## config.mk

```make
export PLATFORM = sky130hd
export DESIGN_NAME = pmcs_phy_mgmt
export DESIGN_NICKNAME = d
export VERILOG_FILES = /design/src/logic/pmcs_sync.v /design/src/logic/pmcs_phy_mgmt.v
export VERILOG_INCLUDE_DIRS = /design/src /design/src/logic
export SDC_FILE = /design/constraint.sdc
export NUM_CORES = 1
export LEC_CHECK = 0
export ABC_AREA = 1
export BUFFER_PORTS_ARGS = -buffer_cell sky130_fd_sc_hd__buf_2
export CAP_MARGIN = 20
export CORE_ASPECT_RATIO = 0.7
export CORE_MARGIN = 2
export CORE_UTILIZATION = 60
export CTS_BUF_LIST = sky130_fd_sc_hd__clkbuf_8
export DETAILED_ROUTE_END_ITERATION = 8
export PLACE_DENSITY_LB_ADDON = 0.08
export SLEW_MARGIN = 10
export SYNTH_ARGS = -nofsm -noshare
export SYNTH_HDL_FRONTEND = slang
export SYNTH_SLANG_ARGS = --single-unit
export TNS_END_PERCENT = 30
```

## constraint.sdc

```tcl
create_clock -name clk -period 1.7 [get_ports clk]
set_input_delay 0.085 -clock clk [delete_from_list [all_inputs] [get_ports clk]]
set_output_delay 0.085 -clock clk [all_outputs]
set_load 0.005 [all_outputs]
```

## src/logic/pmcs_regs.vh

```
// Notes on behaviour
// - Loopback isolates medium, returns transmit data
// - Forced speed/duplex apply only without negotiation
// - Negotiation enable bit read/write, resets to one
// - Restart bit self-clears; inert when negotiation off
// - Control bits six to zero reserved
// - 100BASE-T4 capability always reads zero
// - Capability bits reset one, strapping may clear
// - Preamble suppression bit reads one
// - Negotiation complete only after negotiation finishes
// - Remote fault latches high until read
// - Link status latches low until read
// - Jabber latches high, zero at 100 Mbps
// - Negotiation ability follows strapped mode
// - Extended capability bit always reads one
// - Data line released while interface idle
`ifndef PMCS_REGS_VH
`define PMCS_REGS_VH

// Register addresses
`define PMCS_ADDR_CTRL      5'h00
`define PMCS_ADDR_STAT      5'h01
`define PMCS_PHY_ADDR       5'h00

// Control word fields
`define PMCS_CTL_SRST       15
`define PMCS_CTL_LOOP       14
`define PMCS_CTL_SPEED      13
`define PMCS_CTL_ANEN       12
`define PMCS_CTL_PDOWN      11
`define PMCS_CTL_ISO        10
`define PMCS_CTL_RESTART    9
`define PMCS_CTL_DUPLEX     8
`define PMCS_CTL_COLTEST    7

// Control and status reset values
`define PMCS_RST_LOOP       1'b0
`define PMCS_RST_SPEED      1'b1
`define PMCS_RST_ANEN       1'b1
`define PMCS_RST_PDOWN      1'b0
`define PMCS_RST_ISO        1'b0
`define PMCS_RST_DUPLEX     1'b0
`define PMCS_RST_COLTEST    1'b0
`define PMCS_RST_CAP        4'hF
`define PMCS_RST_ANABLE     1'b1

// Management frame codes
`define PMCS_OP_READ        2'h2
`define PMCS_OP_WRITE       2'h1
`define PMCS_HDR_LAST       4'hB
`define PMCS_DATA_LAST      4'hF

// Soft reset duration in core cycles
`define PMCS_SRST_CYCLES    4'h8
// Core cycles to wait before sampling straps
`define PMCS_STRAP_WAIT     2'h3

`endif

```

## src/logic/pmcs_sync.v

```verilog
`timescale 1ns/1ps
// Two-flop synchroniser, one stage pair per bit
module pmcs_sync #(
  parameter WIDTH = 7
) (
  input  wire             clk,
  input  wire             rst_n,
  input  wire [WIDTH-1:0] asyncIn,
  output wire [WIDTH-1:0] syncOut
);

  genvar i;
  generate
    for (i = 0; i < WIDTH; i = i + 1) begin : gSync
      reg stage1;
      reg stage2;
      // First stage is read only by the second
      always @(posedge clk or negedge rst_n) begin
        if (!rst_n) begin
          stage1 <= 1'b0;
          stage2 <= 1'b0;
        end else begin
          stage1 <= asyncIn[i];
          stage2 <= stage1;
        end
      end
      assign syncOut[i] = stage2;
    end
  endgenerate

endmodule // pmcs_sync

```

## src/logic/pmcs_phy_mgmt.v

```verilog
`timescale 1ns/1ps
`include "pmcs_regs.vh"
module pmcs_phy_mgmt (
  input  wire       clk,
  input  wire       rst_n,
  input  wire       mdcPin,
  input  wire       mdioIn,
  output reg        mdioOut,
  output reg        mdioOeN,
  input  wire [3:0] strapCap,
  input  wire       strapAnAble,
  input  wire       linkUp,
  input  wire       remoteFault,
  input  wire       jabber,
  input  wire       anDone,
  input  wire       anSpeed100,
  input  wire       anFullDuplex,
  input  wire       txEn,
  input  wire [3:0] txData,
  output reg        mediaTxEn,
  output reg  [3:0] mediaTxData,
  output reg        loopRxDv,
  output reg  [3:0] loopRxData,
  output reg        portSpeed100,
  output reg        portFullDuplex,
  output reg        anEnable,
  output reg        anRestart,
  output reg        powerDown,
  output reg        isolate,
  output reg        softResetActive
);

  ////////////////////////////////////////////////////////////////////////
  // Pin synchronisation and edge finding
  localparam ST_IDLE = 2'h0;
  localparam ST_HDR  = 2'h1;
  localparam ST_TA   = 2'h2;
  localparam ST_DATA = 2'h3;

  wire [6:0] pinSync;
  wire       mdcS;
  wire       mdioS;
  wire [3:0] capS;
  wire       anAbleS;
  reg        mdcD;
  wire       mdcRise;
  wire       mdcFall;

  pmcs_sync #(
    .WIDTH (7)
  ) uSync (
    .clk     (clk),
    .rst_n   (rst_n),
    .asyncIn ({strapAnAble, strapCap, mdioIn, mdcPin}),
    .syncOut (pinSync)
  );

  assign mdcS    = pinSync[0];
  assign mdioS   = pinSync[1];
  assign capS    = pinSync[5:2];
  assign anAbleS = pinSync[6];
  assign mdcRise = mdcS & ~mdcD;
  assign mdcFall = ~mdcS & mdcD;

  ////////////////////////////////////////////////////////////////////////
  // Management frame receiver
  reg  [1:0]  state;
  reg  [3:0]  bitCnt;
  reg         prevBit;
  reg  [10:0] hdr;
  reg  [14:0] wrShift;
  reg  [15:0] rdShift;
  reg         readHit;
  reg         writeHit;
  reg  [4:0]  regAddr;
  reg         statusRead;
  reg         writeStrobe;
  reg  [15:0] writeData;
  wire [11:0] hdrFull;
  wire [15:0] ctrlWord;
  wire [15:0] statWord;
  reg  [15:0] readMux;

  assign hdrFull = {hdr, mdioS};

  // Unmapped addresses of this port read as zero
  always @* begin
    case (hdrFull[4:0])
      `PMCS_ADDR_CTRL: readMux = ctrlWord;
      `PMCS_ADDR_STAT: readMux = statWord;
      default:         readMux = 16'h0000;
    endcase
  end

  // Start code 01 found without needing preamble
  always @(posedge clk or negedge rst_n) begin
    if (!rst_n) begin
      mdcD        <= 1'b0;
      state       <= ST_IDLE;
      bitCnt      <= 4'h0;
      prevBit     <= 1'b1;
      hdr         <= 11'h000;
      wrShift     <= 15'h0000;
      readHit     <= 1'b0;
      writeHit    <= 1'b0;
      regAddr     <= 5'h00;
      statusRead  <= 1'b0;
      writeStrobe <= 1'b0;
      writeData   <= 16'h0000;
    end else begin
      mdcD        <= mdcS;
      statusRead  <= 1'b0;
      writeStrobe <= 1'b0;
      if (mdcRise) begin
        case (state)
          ST_IDLE: begin
            prevBit <= mdioS;
            if (!prevBit && mdioS) begin
              state  <= ST_HDR;
              bitCnt <= 4'h0;
            end
          end
          ST_HDR: begin
            hdr    <= hdrFull[10:0];
            bitCnt <= bitCnt + 4'h1;
            if (bitCnt == `PMCS_HDR_LAST) begin
              // Header is op, PHY address, register address
              state    <= ST_TA;
              bitCnt   <= 4'h0;
              regAddr  <= hdrFull[4:0];
              readHit  <= (hdrFull[11:10] == `PMCS_OP_READ) &&
                          (hdrFull[9:5] == `PMCS_PHY_ADDR);
              writeHit <= (hdrFull[11:10] == `PMCS_OP_WRITE) &&
                          (hdrFull[9:5] == `PMCS_PHY_ADDR);
              statusRead <= (hdrFull[11:10] == `PMCS_OP_READ) &&
                            (hdrFull[9:5] == `PMCS_PHY_ADDR) &&
                            (hdrFull[4:0] == `PMCS_ADDR_STAT);
            end
          end
          ST_TA: begin
            bitCnt <= bitCnt + 4'h1;
            if (bitCnt == 4'h1) begin
              state  <= ST_DATA;
              bitCnt <= 4'h0;
            end
          end
          ST_DATA: begin
            wrShift <= {wrShift[13:0], mdioS};
            bitCnt  <= bitCnt + 4'h1;
            if (bitCnt == `PMCS_DATA_LAST) begin
              state       <= ST_IDLE;
              prevBit     <= 1'b1;
              writeStrobe <= writeHit;
              writeData   <= {wrShift, mdioS};
            end
          end
          default: state <= ST_IDLE;
        endcase
      end
    end
  end

  ////////////////////////////////////////////////////////////////////////
  // Data line driver, changes on the falling clock edge
  // Snapshot taken with the header so a word never tears mid-read
  always @(posedge clk or negedge rst_n) begin
    if (!rst_n) begin
      mdioOut <= 1'b1;
      mdioOeN <= 1'b1;
      rdShift <= 16'h0000;
    end else begin
      if (mdcRise && state == ST_HDR && bitCnt == `PMCS_HDR_LAST) begin
        rdShift <= readMux;
      end
      if (mdcFall) begin
        if (state == ST_TA && bitCnt == 4'h1 && readHit) begin
          mdioOut <= 1'b0;
          mdioOeN <= 1'b0;
        end else if (state == ST_DATA && readHit) begin
          mdioOut <= rdShift[15];
          mdioOeN <= 1'b0;
          rdShift <= {rdShift[14:0], 1'b0};
        end else begin
          mdioOut <= 1'b1;
          mdioOeN <= 1'b1;
        end
      end
    end
  end

  ////////////////////////////////////////////////////////////////////////
  // Strap capture after reset release
  reg [1:0] strapWait;
  reg [3:0] capBits;
  reg       anAble;

  always @(posedge clk or negedge rst_n) begin
    if (!rst_n) begin
      strapWait <= 2'h0;
      capBits   <= `PMCS_RST_CAP;
      anAble    <= `PMCS_RST_ANABLE;
    end else if (strapWait != `PMCS_STRAP_WAIT) begin
      strapWait <= strapWait + 2'h1;
      if (strapWait == `PMCS_STRAP_WAIT - 2'h1) begin
        capBits <= capS;
        anAble  <= anAbleS;
      end
    end
  end

  ////////////////////////////////////////////////////////////////////////
  // Control word
  reg [3:0] srCnt;
  reg       loopBit;
  reg       speedBit;
  reg       duplexBit;
  reg       colTest;
  reg       restartBit;
  reg       anDoneD;
  wire      anDoneRise;
  wire      srBusy;

  assign anDoneRise = anDone & ~anDoneD;
  assign srBusy     = (srCnt != 4'h0);

  always @(posedge clk or negedge rst_n) begin
    if (!rst_n) begin
      srCnt      <= 4'h0;
      loopBit    <= `PMCS_RST_LOOP;
      speedBit   <= `PMCS_RST_SPEED;
      anEnable   <= `PMCS_RST_ANEN;
      powerDown  <= `PMCS_RST_PDOWN;
      isolate    <= `PMCS_RST_ISO;
      duplexBit  <= `PMCS_RST_DUPLEX;
      colTest    <= `PMCS_RST_COLTEST;
      restartBit <= 1'b0;
      anRestart  <= 1'b0;
      anDoneD    <= 1'b0;
    end else begin
      anDoneD   <= anDone;
      anRestart <= 1'b0;
      if (srBusy) begin
        // Hold defaults for the whole soft reset window
        srCnt      <= srCnt - 4'h1;
        loopBit    <= `PMCS_RST_LOOP;
        speedBit   <= `PMCS_RST_SPEED;
        anEnable   <= `PMCS_RST_ANEN;
        powerDown  <= `PMCS_RST_PDOWN;
        isolate    <= `PMCS_RST_ISO;
        duplexBit  <= `PMCS_RST_DUPLEX;
        colTest    <= `PMCS_RST_COLTEST;
        restartBit <= 1'b0;
      end else if (writeStrobe && regAddr == `PMCS_ADDR_CTRL) begin
        if (writeData[`PMCS_CTL_SRST]) begin
          srCnt <= `PMCS_SRST_CYCLES;
        end
        loopBit   <= writeData[`PMCS_CTL_LOOP];
        speedBit  <= writeData[`PMCS_CTL_SPEED];
        anEnable  <= writeData[`PMCS_CTL_ANEN];
        powerDown <= writeData[`PMCS_CTL_PDOWN];
        isolate   <= writeData[`PMCS_CTL_ISO];
        duplexBit <= writeData[`PMCS_CTL_DUPLEX];
        colTest   <= writeData[`PMCS_CTL_COLTEST];
        // Bits six to zero are dropped on write
        if (writeData[`PMCS_CTL_RESTART] && writeData[`PMCS_CTL_ANEN]) begin
          restartBit <= 1'b1;
          anRestart  <= 1'b1;
        end else if (!writeData[`PMCS_CTL_ANEN]) begin
          restartBit <= 1'b0;
        end else if (anDoneRise) begin
          restartBit <= 1'b0;
        end
      end else if (anDoneRise || !anEnable) begin
        restartBit <= 1'b0;
      end
    end
  end

  assign ctrlWord = {srBusy, loopBit, speedBit, anEnable, powerDown, isolate,
                     restartBit, duplexBit, colTest, 7'h00};

  ////////////////////////////////////////////////////////////////////////
  // Latched status bits
  reg  rfLatch;
  reg  linkLatch;
  reg  jabLatch;
  wire anComplete;

  // Set wins over the clear that a status read brings
  always @(posedge clk or negedge rst_n) begin
    if (!rst_n) begin
      rfLatch   <= 1'b0;
      linkLatch <= 1'b0;
      jabLatch  <= 1'b0;
    end else if (srBusy) begin
      rfLatch   <= 1'b0;
      linkLatch <= 1'b0;
      jabLatch  <= 1'b0;
    end else begin
      if (remoteFault) begin
        rfLatch <= 1'b1;
      end else if (statusRead) begin
        rfLatch <= 1'b0;
      end
      if (!linkUp) begin
        linkLatch <= 1'b0;
      end else if (statusRead) begin
        linkLatch <= 1'b1;
      end
      if (jabber && !portSpeed100) begin
        jabLatch <= 1'b1;
      end else if (statusRead && !jabber) begin
        jabLatch <= 1'b0;
      end
    end
  end

  assign anComplete = anEnable & anDone & ~restartBit;

  assign statWord = {1'b0,
                     capBits,
                     4'h0,
                     1'b1,
                     anComplete,
                     rfLatch,
                     anAble,
                     linkLatch,
                     jabLatch & ~portSpeed100,
                     1'b1};

  ////////////////////////////////////////////////////////////////////////
  // Port mode and MII loopback path
  always @(posedge clk or negedge rst_n) begin
    if (!rst_n) begin
      portSpeed100    <= `PMCS_RST_SPEED;
      portFullDuplex  <= `PMCS_RST_DUPLEX;
      mediaTxEn       <= 1'b0;
      mediaTxData     <= 4'h0;
      loopRxDv        <= 1'b0;
      loopRxData      <= 4'h0;
      softResetActive <= 1'b0;
    end else begin
      softResetActive <= srBusy;
      portSpeed100    <= anEnable ? anSpeed100 : speedBit;
      portFullDuplex  <= anEnable ? anFullDuplex : duplexBit;
      // Medium sees nothing in loopback
      mediaTxEn       <= txEn & ~loopBit;
      mediaTxData     <= loopBit ? 4'h0 : txData;
      loopRxDv        <= txEn & loopBit;
      loopRxData      <= loopBit ? txData : 4'h0;
    end
  end

endmodule // pmcs_phy_mgmt

```

# Yosys cells after proc, flatten, opt, wreduce, memory -nomap -nowiden
# Cells that the tools add are included.
# op_classes
n_addsub	3
n_mux	65
bitwise_logic	14
n_eq_ne	17
n_reduce_logical	39
# ops
op	n
2-to-1 mux 16 bit	4
2-to-1 mux 1 bit	45
2-to-1 mux 4 bit	8
case mux 16 bit (2 select lines)	1
case mux 4 bit (4 select lines)	1
logical NOT 5 bit	3
logical AND 1 bit	13
AND reduction 2 bit	6
inequality test 2 bit, second input constant	5
AND reduction 3 bit	3
nonzero test 3 bit	3
AND 1 bit	8
== test 2 bit, second input constant	4
== test 4 bit, second input constant	2
2-to-1 mux 2 bit	4
case mux 2 bit (4 select lines)	1
NOT 1 bit	6
nonzero test 2 bit	3
== test 5 x 1 -> 1 bit, second input constant	1
inequality test 5 x 4 -> 1 bit, second input constant	1
AND reduction 5 bit	1
adder 4 x 1 -> 4 bit, second input constant	1
== test 2 x 1 -> 1 bit, second input constant	2
== test 4 x 1 -> 1 bit, second input constant	1
8 further kinds	11
# totals
ff_bits	128
elab_cells	191
out_inout_bits	19

# Depth between registers and ports, before layout
# Gate-level depths: netlist (run 1).
# logic_depth
word_depth	8
ltp_mapped	10
mapped_depth_nobuf	9

# Modules after synthesis
# Synthesis (run 1) repeated with hierarchy kept, for this count alone.
# hier_totals
hier_cells	520
hier_area_um2	5018.6
# by_module_without_submodules
mod	cells_per_inst	instances	area_each_um2	seq_area_each_um2
pmcs_phy_mgmt	499	1	4615.7	2691.3
pmcs_sync	21	1	402.9	350.3

# Least setup slack after synthesis (run 1)
# No wires, ideal clock.
# synth_path
path_kind	register to register
start	register state[1]
end	register rdShift[11]
required_time_ps	1587
arrival_ps	1361
setup_time_ps	113
slack_ps	226
stages_incl_launch_ff	11
path_buffers	1
cell_sequence	dfrtp_1 inv_1 ha_1 nand3_1 nor2_2 buf_4 nor2_1 nor2_1 nand3_1 nand2_1 inv_1
# synth_via
elab_chain_cells	7
# synth_rtl
item	line_no	rtl
start: declaration	pmcs_phy_mgmt.v:67	reg [1:0] state;
start signal: assignment	pmcs_phy_mgmt.v:99	state <= ST_IDLE;
start signal: assignment	pmcs_phy_mgmt.v:119	state <= ST_HDR;
start signal: assignment	pmcs_phy_mgmt.v:128	state <= ST_TA;
== test 2 x 1 -> 1 bit	pmcs_phy_mgmt.v:172	if (mdcRise && state == ST_HDR && bitCnt == `PMCS_HDR_LAST) begin
logical AND 1 bit	pmcs_phy_mgmt.v:172	
logical AND 1 bit (no source line)	-	
2-to-1 mux 16 bit	pmcs_phy_mgmt.v:172	
2-to-1 mux 16 bit	pmcs_phy_mgmt.v:179	end else if (state == ST_DATA && readHit) begin
2-to-1 mux 16 bit	pmcs_phy_mgmt.v:176	if (state == ST_TA && bitCnt == 4'h1 && readHit) begin
2-to-1 mux 16 bit (*)	pmcs_phy_mgmt.v:175	if (mdcFall) begin
end signal: assignment	pmcs_phy_mgmt.v:173	rdShift <= readMux;
end signal: assignment	pmcs_phy_mgmt.v:182	rdShift <= {rdShift[14:0], 1'b0};
end: declaration	pmcs_phy_mgmt.v:72	reg [15:0] rdShift;
# Mark *: on every way between the ends. The rest lies on a longest branch, timed or not.
# A chain may end at the register's enable or synchronous reset.

# Worst setup path in the final report (run 1)
# layout_path
start	register bitCnt[0]
end	register rdShift[12]
# layout_via
elab_chain_cells	6
# layout_rtl
item	line_no	rtl
start: declaration	pmcs_phy_mgmt.v:68	reg [3:0] bitCnt;
start signal: assignment	pmcs_phy_mgmt.v:125	bitCnt <= bitCnt + 4'h1;
start signal: assignment	pmcs_phy_mgmt.v:141	bitCnt <= bitCnt + 4'h1;
start signal: assignment	pmcs_phy_mgmt.v:149	bitCnt <= bitCnt + 4'h1;
== test 4 bit (no source line)	-	
logical AND 1 bit (no source line)	-	
2-to-1 mux 16 bit	pmcs_phy_mgmt.v:172	
2-to-1 mux 16 bit	pmcs_phy_mgmt.v:179	
2-to-1 mux 16 bit	pmcs_phy_mgmt.v:176	
2-to-1 mux 16 bit (*)	pmcs_phy_mgmt.v:175	
# Marks and branches as above.

==> metrics.md, run 1 <==
| Metric | Value |
|---|---|
| Status | completed |
| Slew margin rel. | between 70% and 80% |
| DPL Wire Length | about 6800 µm |
| Layout area overhead | 21.4% |
| Fraction of registers with async set/reset | 100% |
| Row cnt | 27 |
| Pre-CTS setup slack | 0.0539 ns |
| Port buffer count | 38 |
| Final Slew Violations | 0 |
| Most common cell in the synthesized netlist | nand2_1 |
| PwrDens | ~1200 nW/µm² |
| Final Hold Fails | 0 |
| Yosys reg bits | about 120 |
| Clk_lat worst skew | approximately 0.44 ns |
| Clock Skew | 0.0197 ns |
| Crit path from | bitCnt[0]$_DFFE_PN0P_ |
| Chip width | 113 µm |
| Initial DRC Count | roughly 250 |
| Post-Syn Nets | around 540 |
| Critical Path RT | just over 2 ns |
| Routed len/inst | about 15 µm |
| GRT overflow | 0 |
| First-pass GRT wire length | approximately 17000 µm |
| Synth warn | 0 |
| Dominant cells by area after synthesis | dfrtp_1, nand2_1, dfstp_2, inv_1, nor2_1 |
| Hold Crit Class | in -> async |
| Core Area | 7940 µm² |
| Finished Core Util | roughly 76% |
| Critical setup path kind | reg -> reg |
| Reg2reg end | rdShift[12]$_DFF_PN0_ |
| Cells after Synth | roughly 520 |
| VDD IR max | ~1.2 mV |
| Setup violators final | 0 |
| Primary FF master, synth | dfrtp_1 |
| Final Cycle Share | about 95% |
| CTS tree | built |
| Netlist cell types | 35 |
| Initial core utilization | slightly above 60% |
| Reg2reg setup slack | about 0.093 ns |
| Slew at the pin with the worst max-slew slack | between 0.4 and 0.5 ns |
| Worst setup path endpoint | rdShift[12]$_DFF_PN0_ |
| Die Y | ~80 µm |
| Critical path endpoint category | flip-flop |
| Reg-to-Reg Start | bitCnt[0]$_DFFE_PN0P_ |
| Max_cap viols | 0 |
| RePlAce Congestion | between 0.8 and 0.9 |
| Biggest area consumer among synthesized cells | dfrtp_1 |
| H-tree depth | 4 |
| Fraction of layout cells with a size suffix above 1 | 20.1% |
| Initial antenna violation count | 0 |
| Clock transition at path regs | around 0.080 ns |
| Largest net degree at the start of global routing | a little over 40 |
| Inst Count DP | approximately 660 |
| CP startpoint kind | flip-flop |
| Number of global-route vias before repair | roughly 3600 |
| Post-Syn Area | ~5000 µm² |
| Sw frac | a little over a quarter |
| CTS Buf Count | 17 |
| Routed Antenna Nets | 0 |
| Clock share of power | 39.6% |
| Internal power | ~5.3 mW |
| All-Layer GR Usage | between 20% and 30% |
| Non-Filler Instances | 707 |
| R2R depth | 9 |
| WL final | just over 10000 µm |
| Ports | 39 |
| Worst-path maximum fanout | 20 |
| First-pass detailed-route iteration total | 5 |
| Sw Pwr | 1.97 mW |
| Number of synthesized flops with an enable pin | 0 |
| Power Total | approximately 7.3 mW |
| DRC Markers | 0 |
| Layout Nets | ~620 |
| Clk sinks | roughly 120 |
| Share of total power in sequential cells | between 40 and 50% |
| Final WS setup | between 0.09 and 0.1 ns |
| Post-synth top area share | 55.6% |
| RSZ-0062 raised after global routing | true |
| Clock Tree Root | clkbuf_8 |
| Clock buffer depth | 2 |
| Fmax | 0.622 GHz |
| Diode count | 0 |
| CP arrival | a little under 2 ns |
| Sequential element share of the synthesized area | 61.4% |
| Via-per-instance ratio | 5.17 |
| Crit path time final | roughly 1.6 ns |
| Via Count | between 3000 and 4000 |
| Post-CTS setup buffer count | 0 |
| Combinational power share | between 10% and 20% |
| Die area | roughly 9000 µm² |
| Mapped Avg Cell Area | about 9.6 µm² |
| P_leak | ~3.1 nW |
| Post-synth top cells | nand2_1, dfrtp_1, inv_1 |
area by class of cell:
cell class              count  area [µm²]
flip-flops and latches    121        3040
inverters                  64         248
fillers                   537        1930
multi-input cells         316        1600
repair buffers             73         541
well taps                 101         126
clock inverters            10         150
clock buffers              22         303
flip-flops by register name, summed over array words and instances (netlist names), 2 cells and up:
name / flops
hdr: 11
regAddr: 5
capBits: 4
state: 2
rdShift: 16
srCnt: 4
bitCnt: 4
loopRxData: 4
uSync.gSync.stage2: 7
strapWait: 2
writeData: 9
mediaTxData: 4
uSync.gSync.stage1: 7
wrShift: 15
worst max-delay path, cell delays in order, from the launching register on:
cell and delay (ns):
dfrtp_1 0.40, ha_2 0.23, nand3_1 0.16, nor2_4 0.20, buf_12 0.18, nor2_1 0.05
nor2_1 0.09, nand3_1 0.09, nand2_1 0.07, inv_1 0.04
cells by family after synthesis:
| family | synth area share [%] |
|---|---|
| simple gates | 18.9 |
| flops | 61.4 |
| compound gates | 9.12 |
| buf+inv | 6.80 |
| fa+ha+maj | 2.27 |
| mux | 1.14 |
| xor+xnor | 0.354 |
power by group through the flow:
stage	sequential [mW]	combinational, mW	clock, mW
after global placement	3.33	0.985	0
after global routing	3.33	1.27	3.05
after CTS	3.30	1.09	2.91
after detailed placement	3.34	1.06	0
after floorplan	3.31	0.654	0
final	3.30	1.11	2.89
routing by layer:
layer  routed length, µm  up-vias  track usage, %  part of all wire, %
met2                4820      106            38.5                   47
met1                4810     1741            34.5                   47
li1                    -     1800               -                    -
met5                   0        -               0                    0
met3                 579        8            7.82                  5.6
met4                  98        0            7.93                 0.95
per-stage QoR:
step | setup TNS (ns) | hold slack (ns) | area (µm²)
global route | -0.0259 | 0.0535 | 6010
detailed placement | 0 | -0.0165 | 5340
global placement | 0 | -0.0222 | 5340
CTS | 0 | 0.0464 | 5980
finish | 0 | 0.0609 | 6010
floorplan | 0 | -0.211 | 4950
how the worst min path moves through the flow:
stage	from	to	slack, ns	cells past startpoint
6_report	rst_n	uSync.gSync[0].stage1$_DFF_PN0_	0.06	2
5_1_grt	rst_n	uSync.gSync[0].stage1$_DFF_PN0_	0.05	2
4_1_cts	rst_n	hdr[8]$_DFFE_PN0N_	0.05	2
3_5_place_dp	rst_n	bitCnt[3]$_DFFE_PN0P_	-0.02	1
3_3_place_gp	rst_n	bitCnt[3]$_DFFE_PN0P_	-0.02	1
2_1_floorplan	rst_n	anDoneD$_DFF_PN0_	-0.21	0
what timing repair did:
| item | in CTS | in global routing |
|---|---|---|
| endpoints found under the setup margin | 0 | 16 |
| hold endpoints to repair | 135 | 0 |
| gates resized for setup | 0 | 11 |
| hold buffers | 19 | 0 |
placed cells by master (no fill, tap or decap), types with 2 or more instances in the layout:
master / n
clkbuf_8: 22
o21ai_0: 32
a22o_1: 5
nor3_1: 3
nand3_1: 18
buf_4: 14
bufinv_16: 4
dfstp_2: 11
clkinv_2: 2
nand2_1: 126
nor2_2: 2
mux2_2: 5
nand3_2: 3
inv_2: 3
a21oi_1: 29
nor2_1: 46
inv_1: 62
buf_12: 3
ha_1: 6
dfrtp_1: 110
dlygate4sd3_1: 19
nor2_4: 5
nand4_1: 10
buf_2: 37
ha_2: 3
a22oi_1: 2
o21ai_1: 9
No activity file was read; power rests on OpenSTA's default activity.
==> run 2, diff against run 1 <==
ABC_AREA = default   (was 1)
==> metrics.md, run 2 <==
| Metric | Value |
|---|---|
| Status | finished with violations |
| Failing checks | setup timing |
| Clock transition at path regs | ~0.070 ns |
| Initial antenna violation count | 0 |
| Post-synth top area share | 56.8% |
| Crit path time final | 1.84 ns |
| Post-Syn Nets | between 400 and 500 |
| Port buffer count | 38 |
| Die area | 8820 µm² |
| Critical path endpoint category | flip-flop |
| Internal power | between 5 and 6 mW |
| Critical Path RT | 2.05 ns |
| Fmax | 0.543 GHz |
| Routed Antenna Nets | 0 |
| Routed len/inst | 17.2 µm |
| Yosys reg bits | 121 |
| Fraction of registers with async set/reset | between 90% and 100% |
| CTS tree | built |
| Chip width | between 100 and 150 µm |
| Clk_lat worst skew | between 0.4 and 0.5 ns |
| R2R depth | 5 |
| Inst Count DP | 547 |
| GRT overflow | 0 |
| Worst setup path endpoint | rdShift[12]$_DFF_PN0_ |
| Final Cycle Share | 108% |
| Reg-to-Reg Start | hdr[0]$_DFFE_PN0N_ |
| CP arrival | between 2 and 2.5 ns |
| WHS | between 0.15 and 0.2 ns |
| Fraction of layout cells with a size suffix above 1 | about two fifths |
| Netlist cell types | 41 |
| Sw frac | between 20% and 30% |
| Max reg flops | 16 |
| Sw Pwr | a little over 2 mW |
| Area of the multi-input gates | between 1500 and 2000 µm² |
| Die Y | 79.2 µm |
| Row cnt | 27 |
| Reg2reg end | rdShift[12]$_DFF_PN0_ |
| H-tree depth | 4 |
| Clk sinks | 121 |
| First-pass detailed-route iteration total | 4 |
| DP Area | ~5400 µm² |
| Setup violators final | 12 |
| Biggest area consumer among synthesized cells | dfrtp_1 |
| Max_cap viols | 0 |
| # fillers | between 400 and 500 |
| DRC Markers | 0 |
| Largest regs | rdShift x16, wrShift x15, hdr x11 |
| P_leak | roughly 3 nW |
| Slew at the pin with the worst max-slew slack | roughly 0.47 ns |
| PwrDens | roughly 1300 nW/µm² |
| CP startpoint kind | flip-flop |
| VDD IR max | ~0.82 mV |
| Cells after Synth | just under 400 |
| Sequential element share of the synthesized area | 62.8% |
| Clock Skew | between 0.009 and 0.01 ns |
| Mapped Avg Cell Area | between 10 and 15 µm² |
| First-pass GRT wire length | 17100 µm |
| Dominant cells by area after synthesis | dfrtp_1, mux2_2, dfstp_2, a21oi_1, nand2_1 |
| Diode count | 0 |
| CTS Buf Count | 17 |
| Ports | 39 |
| Largest net degree at the start of global routing | 37 |
| Via-per-instance ratio | about 5.5 |
| Reg2reg setup slack | -0.14 ns |
| Final Slew Violations | 0 |
| Largest reg by FF count | rdShift |
| Hold Crit Class | in -> async |
| Clock buffer depth | 2 |
| Final WS setup | -0.140 ns |
| All-Layer GR Usage | approximately 25% |
| Post-synth top cells | dfrtp_1, mux2_2, a21oi_1 |
| Synth warn | 0 |
| Fin area | roughly 6200 µm² |
| Clock share of power | about 39% |
| Slew margin rel. | 68.9% |
| Primary FF master, synth | dfrtp_1 |
| Number of synthesized flops with an enable pin | 0 |
| Combinational power share | roughly a fifth |
| Non-Filler Instances | about 600 |
| WL final | a little over 10000 µm |
| Most frequent cells in the layout | dfrtp_1, mux2_2, buf_2, buf_4, a21oi_1 |
| Crit path from | hdr[0]$_DFFE_PN0N_ |
| Post-Syn Area | around 4800 µm² |
| Via Count | 3311 |
| Critical setup path kind | reg -> reg |
| Core Area | slightly below 8000 µm² |
| DPL Wire Length | approximately 6600 µm |
| Clock Tree Root | clkbuf_8 |
| Initial core utilization | between 60% and 70% |
| Layout area overhead | 29.0% |
| Finished Core Util | 79.7% |
| RePlAce Congestion | about 0.85 |
| Number of global-route vias before repair | 3373 |
| Worst-path maximum fanout | 4 |
| Final Hold Fails | 0 |
| RSZ-0062 raised after global routing | true |
| Leading cell type in the layout, fill and taps excluded | dfrtp_1 |
| Share of total power in sequential cells | 42.4% |
| Register area | about 3000 µm² |
| Initial DRC Count | between 200 and 250 |
| Most common cell in the synthesized netlist | dfrtp_1 |
| Layout Nets | around 520 |
run 2: changes by cell type in the layout (fill, tap and decap cells not counted), moves of 6 or more:
| cell | before | now |
|---|---|---|
| nand4_1 | 10 | 1 |
| nor2b_1 | 0 | 9 |
| nor2_1 | 46 | 30 |
| nand2_1 | 126 | 30 |
| buf_4 | 14 | 34 |
| o21ai_1 | 9 | 1 |
| mux2_2 | 5 | 46 |
| o21ai_0 | 32 | 12 |
| inv_1 | 62 | 11 |
| nand3_1 | 18 | 8 |
| and2_1 | 0 | 6 |
run 2: worst min path at each step:
stage                                   end  slack [ns]  cells after the start
finish                 srCnt[0]$_DFFE_PN0P_        0.16                      2
global route              anDoneD$_DFF_PN0_        0.17                      2
CTS                 wrShift[14]$_DFFE_PN0P_        0.15                      2
detailed placement     srCnt[0]$_DFFE_PN0P_        0.07                      1
global placement       srCnt[0]$_DFFE_PN0P_        0.06                      1
floorplan                 anDoneD$_DFF_PN0_       -0.21                      0
run 2: kinds of logic (layout without fill, tap and decap cells):
logic type	after synthesis	count (layout)	synth area share, %
xor gates and xnor gates	1	1	0.181
adders and majority gates	9	9	2.33
AOI/OAI and AO/OA	68	68	8.27
and+or+nand+nor	110	110	12.3
muxes	51	51	11.7
buffers and inverters	27	141	2.35
DFF	121	121	62.8
run 2: area by class of cell:
cell class	count	share of cell area (%)
Inverter	13	0.781
Multi-Input combinational cell	239	28.8
Timing Repair Buffer	96	11.9
Clock buffer	21	4.63
Sequential cell	121	48.8
Tap cell	101	2.02
Clock inverter	11	3.06
run 2: what timing repair did:
action                                  in CTS  in global routing
pin swaps                                   14                  7
hold endpoints to repair                    80                  0
setup buffers                                2                  2
endpoints found under the setup margin      27                 39
hold buffers                                19                  0
gates resized for setup                     11                 16
run 2: through the flow:
step                      power [mW]  setup TNS [ns]  worst slack (ns)
after floorplan                 4.02          -0.439           -0.0763
after detailed placement        4.54           -1.41            -0.167
after CTS                       7.77          -0.770           -0.0947
after global placement          4.48          -0.571           -0.0830
after global routing            8.16           -2.10            -0.230
final                           7.81          -0.692            -0.140
run 2: critical path: stages, from the launching register on:
cell and delay, ns:
dfrtp_1 0.38, or4_4 0.60, buf_4 0.19, nor4_1 0.35, a21oi_1 0.10, a21oi_1 0.15
run 2: power by group through the flow:
stage          Clock [mW]  Combinational, mW  Sequential [mW]
3_3_place_gp            0               1.17             3.32
4_1_cts              3.08               1.39             3.30
6_report             3.04               1.46             3.31
5_1_grt              3.21               1.60             3.34
3_5_place_dp            0               1.21             3.34
2_1_floorplan           0              0.715             3.31
run 2: routing by layer:
metal	routed length (µm)	share of wire, %	GRT usage (%)	up-vias
met4	108	1.0	8.02	0
li1	-	-	-	1555
met3	645	6.2	7.02	11
met1	4760	46	36.0	1646
met2	4850	47	39.1	99
met5	0	0	0	-
==> run 3, diff against run 2 <==
CORE_ASPECT_RATIO = 0.9   (was 0.7)
SETUP_SLACK_MARGIN = 0.4   (was default)
==> metrics.md, run 3 (synthesized netlist as in run 2, its figures left out) <==
| Metric | Value |
|---|---|
| Largest reg by FF count | rdShift |
| P_leak | around 3.2 nW |
| Final Slew Violations | 0 |
| Critical Path RT | approximately 2.0 ns |
| PwrDens | between 1000 and 1500 nW/µm² |
| RSZ-0062 raised after global routing | true |
| Final WS setup | -0.139 ns |
| Clock Tree Root | clkbuf_8 |
| Max reg flops | 16 |
| Clock transition at path regs | around 0.08 ns |
| Hold Crit Class | in -> async |
| Initial DRC Count | 210 |
| Via Count | about 3300 |
| Combinational power share | between 20% and 30% |
| DP Area | between 5000 and 6000 µm² |
| Power Total | around 7.6 mW |
| RePlAce Congestion | around 0.86 |
| H-tree depth | 4 |
| Largest net degree at the start of global routing | 39 |
| First-pass GRT wire length | around 16000 µm |
| Clk sinks | approximately 120 |
| Largest stage delay, worst path | approximately 0.53 ns |
| Diode count | 0 |
| Slew margin rel. | 70.9% |
| CP cell instances | inv_2, ha_4, or4bb_4, a32oi_4, or3_1, o21ai_1 |
| WL final | 9780 µm |
| Sw frac | 29.2% |
| CTS Buf Count | 17 |
| Clock buffer depth | 2 |
| Critical path endpoint category | flip-flop |
| Sw Pwr | approximately 2.2 mW |
| DRC Markers | 0 |
| Clock share of power | between 30% and 40% |
| Largest regs | rdShift x16, wrShift x15, hdr x11 |
| Initial core utilization | between 60 and 70% |
| Worst-path maximum fanout | 4 |
| Failing checks | setup timing |
| Die area | 8810 µm² |
| Fraction of layout cells with a size suffix above 1 | 43.9% |
| Layout Nets | roughly 520 |
| CP startpoint kind | flip-flop |
| Most frequent cells in the layout | dfrtp_1, buf_2, nor2_1, nand2_1, buf_4 |
| Via-per-instance ratio | around 5.5 |
| Number of global-route vias before repair | approximately 3300 |
| Finished Core Util | 81.4% |
| Setup violators final | 17 |
| Initial antenna violation count | 0 |
| Final Cycle Share | 108% |
| Die Y | approximately 89 µm |
| Fmax | ~0.54 GHz |
| Port buffer count | 38 |
| Non-Filler Instances | 600 |
| Critical setup path kind | reg -> reg |
| Status | finished with violations |
| Row cnt | 31 |
| Slowest CP cell | or4bb_4 |
| Clock Skew | ~0.0084 ns |
| Internal power | roughly 5.4 mW |
| Core Area | between 7000 and 8000 µm² |
| GRT overflow | 0 |
| Clk_lat worst skew | around 0.42 ns |
| Inst Count DP | around 540 |
| Chip width | approximately 100 µm |
| VDD IR max | 0.715 mV |
| Share of total power in sequential cells | 43.3% |
| Layout area overhead | 33.6% |
| CTS tree | built |
| First-pass detailed-route iteration total | 4 |
| Routed Antenna Nets | 0 |
| Leading cell type in the layout, fill and taps excluded | dfrtp_1 |
| Final Hold Fails | 0 |
| Fin area | around 6500 µm² |
| Routed len/inst | approximately 16 µm |
| CP arrival | 2.14 ns |
| Sum of negative setup slack | -0.885 ns |
| Ports | 39 |
| All-Layer GR Usage | 23.7% |
| Max_cap viols | 0 |
| DPL Wire Length | 6030 µm |
| Crit path time final | between 1.5 and 2 ns |
| Slew at the pin with the worst max-slew slack | 0.425 ns |
run 3: cell count changes in the layout (fill, tap and decap cells not counted), moves of 7 or more:
cell     previous run  this run
mux2_4              0        23
mux2_2             46        23
a21oi_2             1        11
a21oi_1            31        21
buf_4              34        27
run 3: final timing paths:
| check | slack (ns) | cells past startpoint | from | end |
|---|---|---|---|---|
| max in group asynchronous | 0.91 | 3 | rst_n | rdShift[1]$_DFF_PN0_ |
| hold / removal | 0.15 | 2 | rst_n | readHit$_DFFE_PN0P_ |
| hold reg to reg | 0.35 | 0 | uSync.gSync[2].stage1$_DFF_PN0_ | uSync.gSync[2].stage2$_DFF_PN0_ |
| setup / recovery | -0.14 | 6 | state[0]$_DFFE_PN0P_ | bitCnt[1]$_DFFE_PN0P_ |
| min in group clk | 0.30 | 2 | strapCap[2] | uSync.gSync[4].stage1$_DFF_PN0_ |
| setup reg to reg | -0.14 | 6 | state[0]$_DFFE_PN0P_ | bitCnt[1]$_DFFE_PN0P_ |
run 3: layout make-up:
type	count	area, µm²
fillers	423	1480
clock inverters	15	163
clock buffers	17	234
well taps	99	124
multi-input cells	239	2070
flip-flops and latches	121	3050
repair buffers	96	790
inverters	13	48.8
run 3: power by group through the flow:
stage | sequential (mW) | clock, mW | combinational, mW
after global routing | 3.34 | 2.72 | 1.94
after detailed placement | 3.35 | 0 | 1.25
after global placement | 3.33 | 0 | 1.21
after floorplan | 3.33 | 0 | 0.755
final | 3.31 | 2.56 | 1.77
after CTS | 3.30 | 2.62 | 1.60
run 3: worst max-delay path: cells and delay by family (launching register included):
kind                       cells  cell delay, ns
DFF                            1            0.41
adders and majority gates      1            0.16
and+or+nand+nor                2            0.71
AOI/OAI and AO/OA              2            0.39
buffers and inverters          1            0.06
run 3: what timing repair did:
item	4_1_cts	5_1_grt
resized for setup	55	30
endpoints found under the setup margin	77	83
setup buffers	5	1
pin swaps	8	12
endpoints found under the hold margin	116	0
hold buffers	19	0
run 3: per-stage QoR:
| step | hold WS [ns] | worst slack [ns] |
|---|---|---|
| floorplan | -0.211 | -0.0596 |
| global placement | 0.0561 | -0.0350 |
| detailed placement | 0.0587 | -0.199 |
| CTS | 0.139 | -0.0884 |
| global route | 0.171 | -0.213 |
| finish | 0.149 | -0.139 |
run 3: metal layers:
metal  share of wire (%)  global-route usage [%]
met3                 3.8                    6.33
met4                 2.0                    11.0
met2                  49                    37.4
met5                   0                       0
met1                  45                    31.5
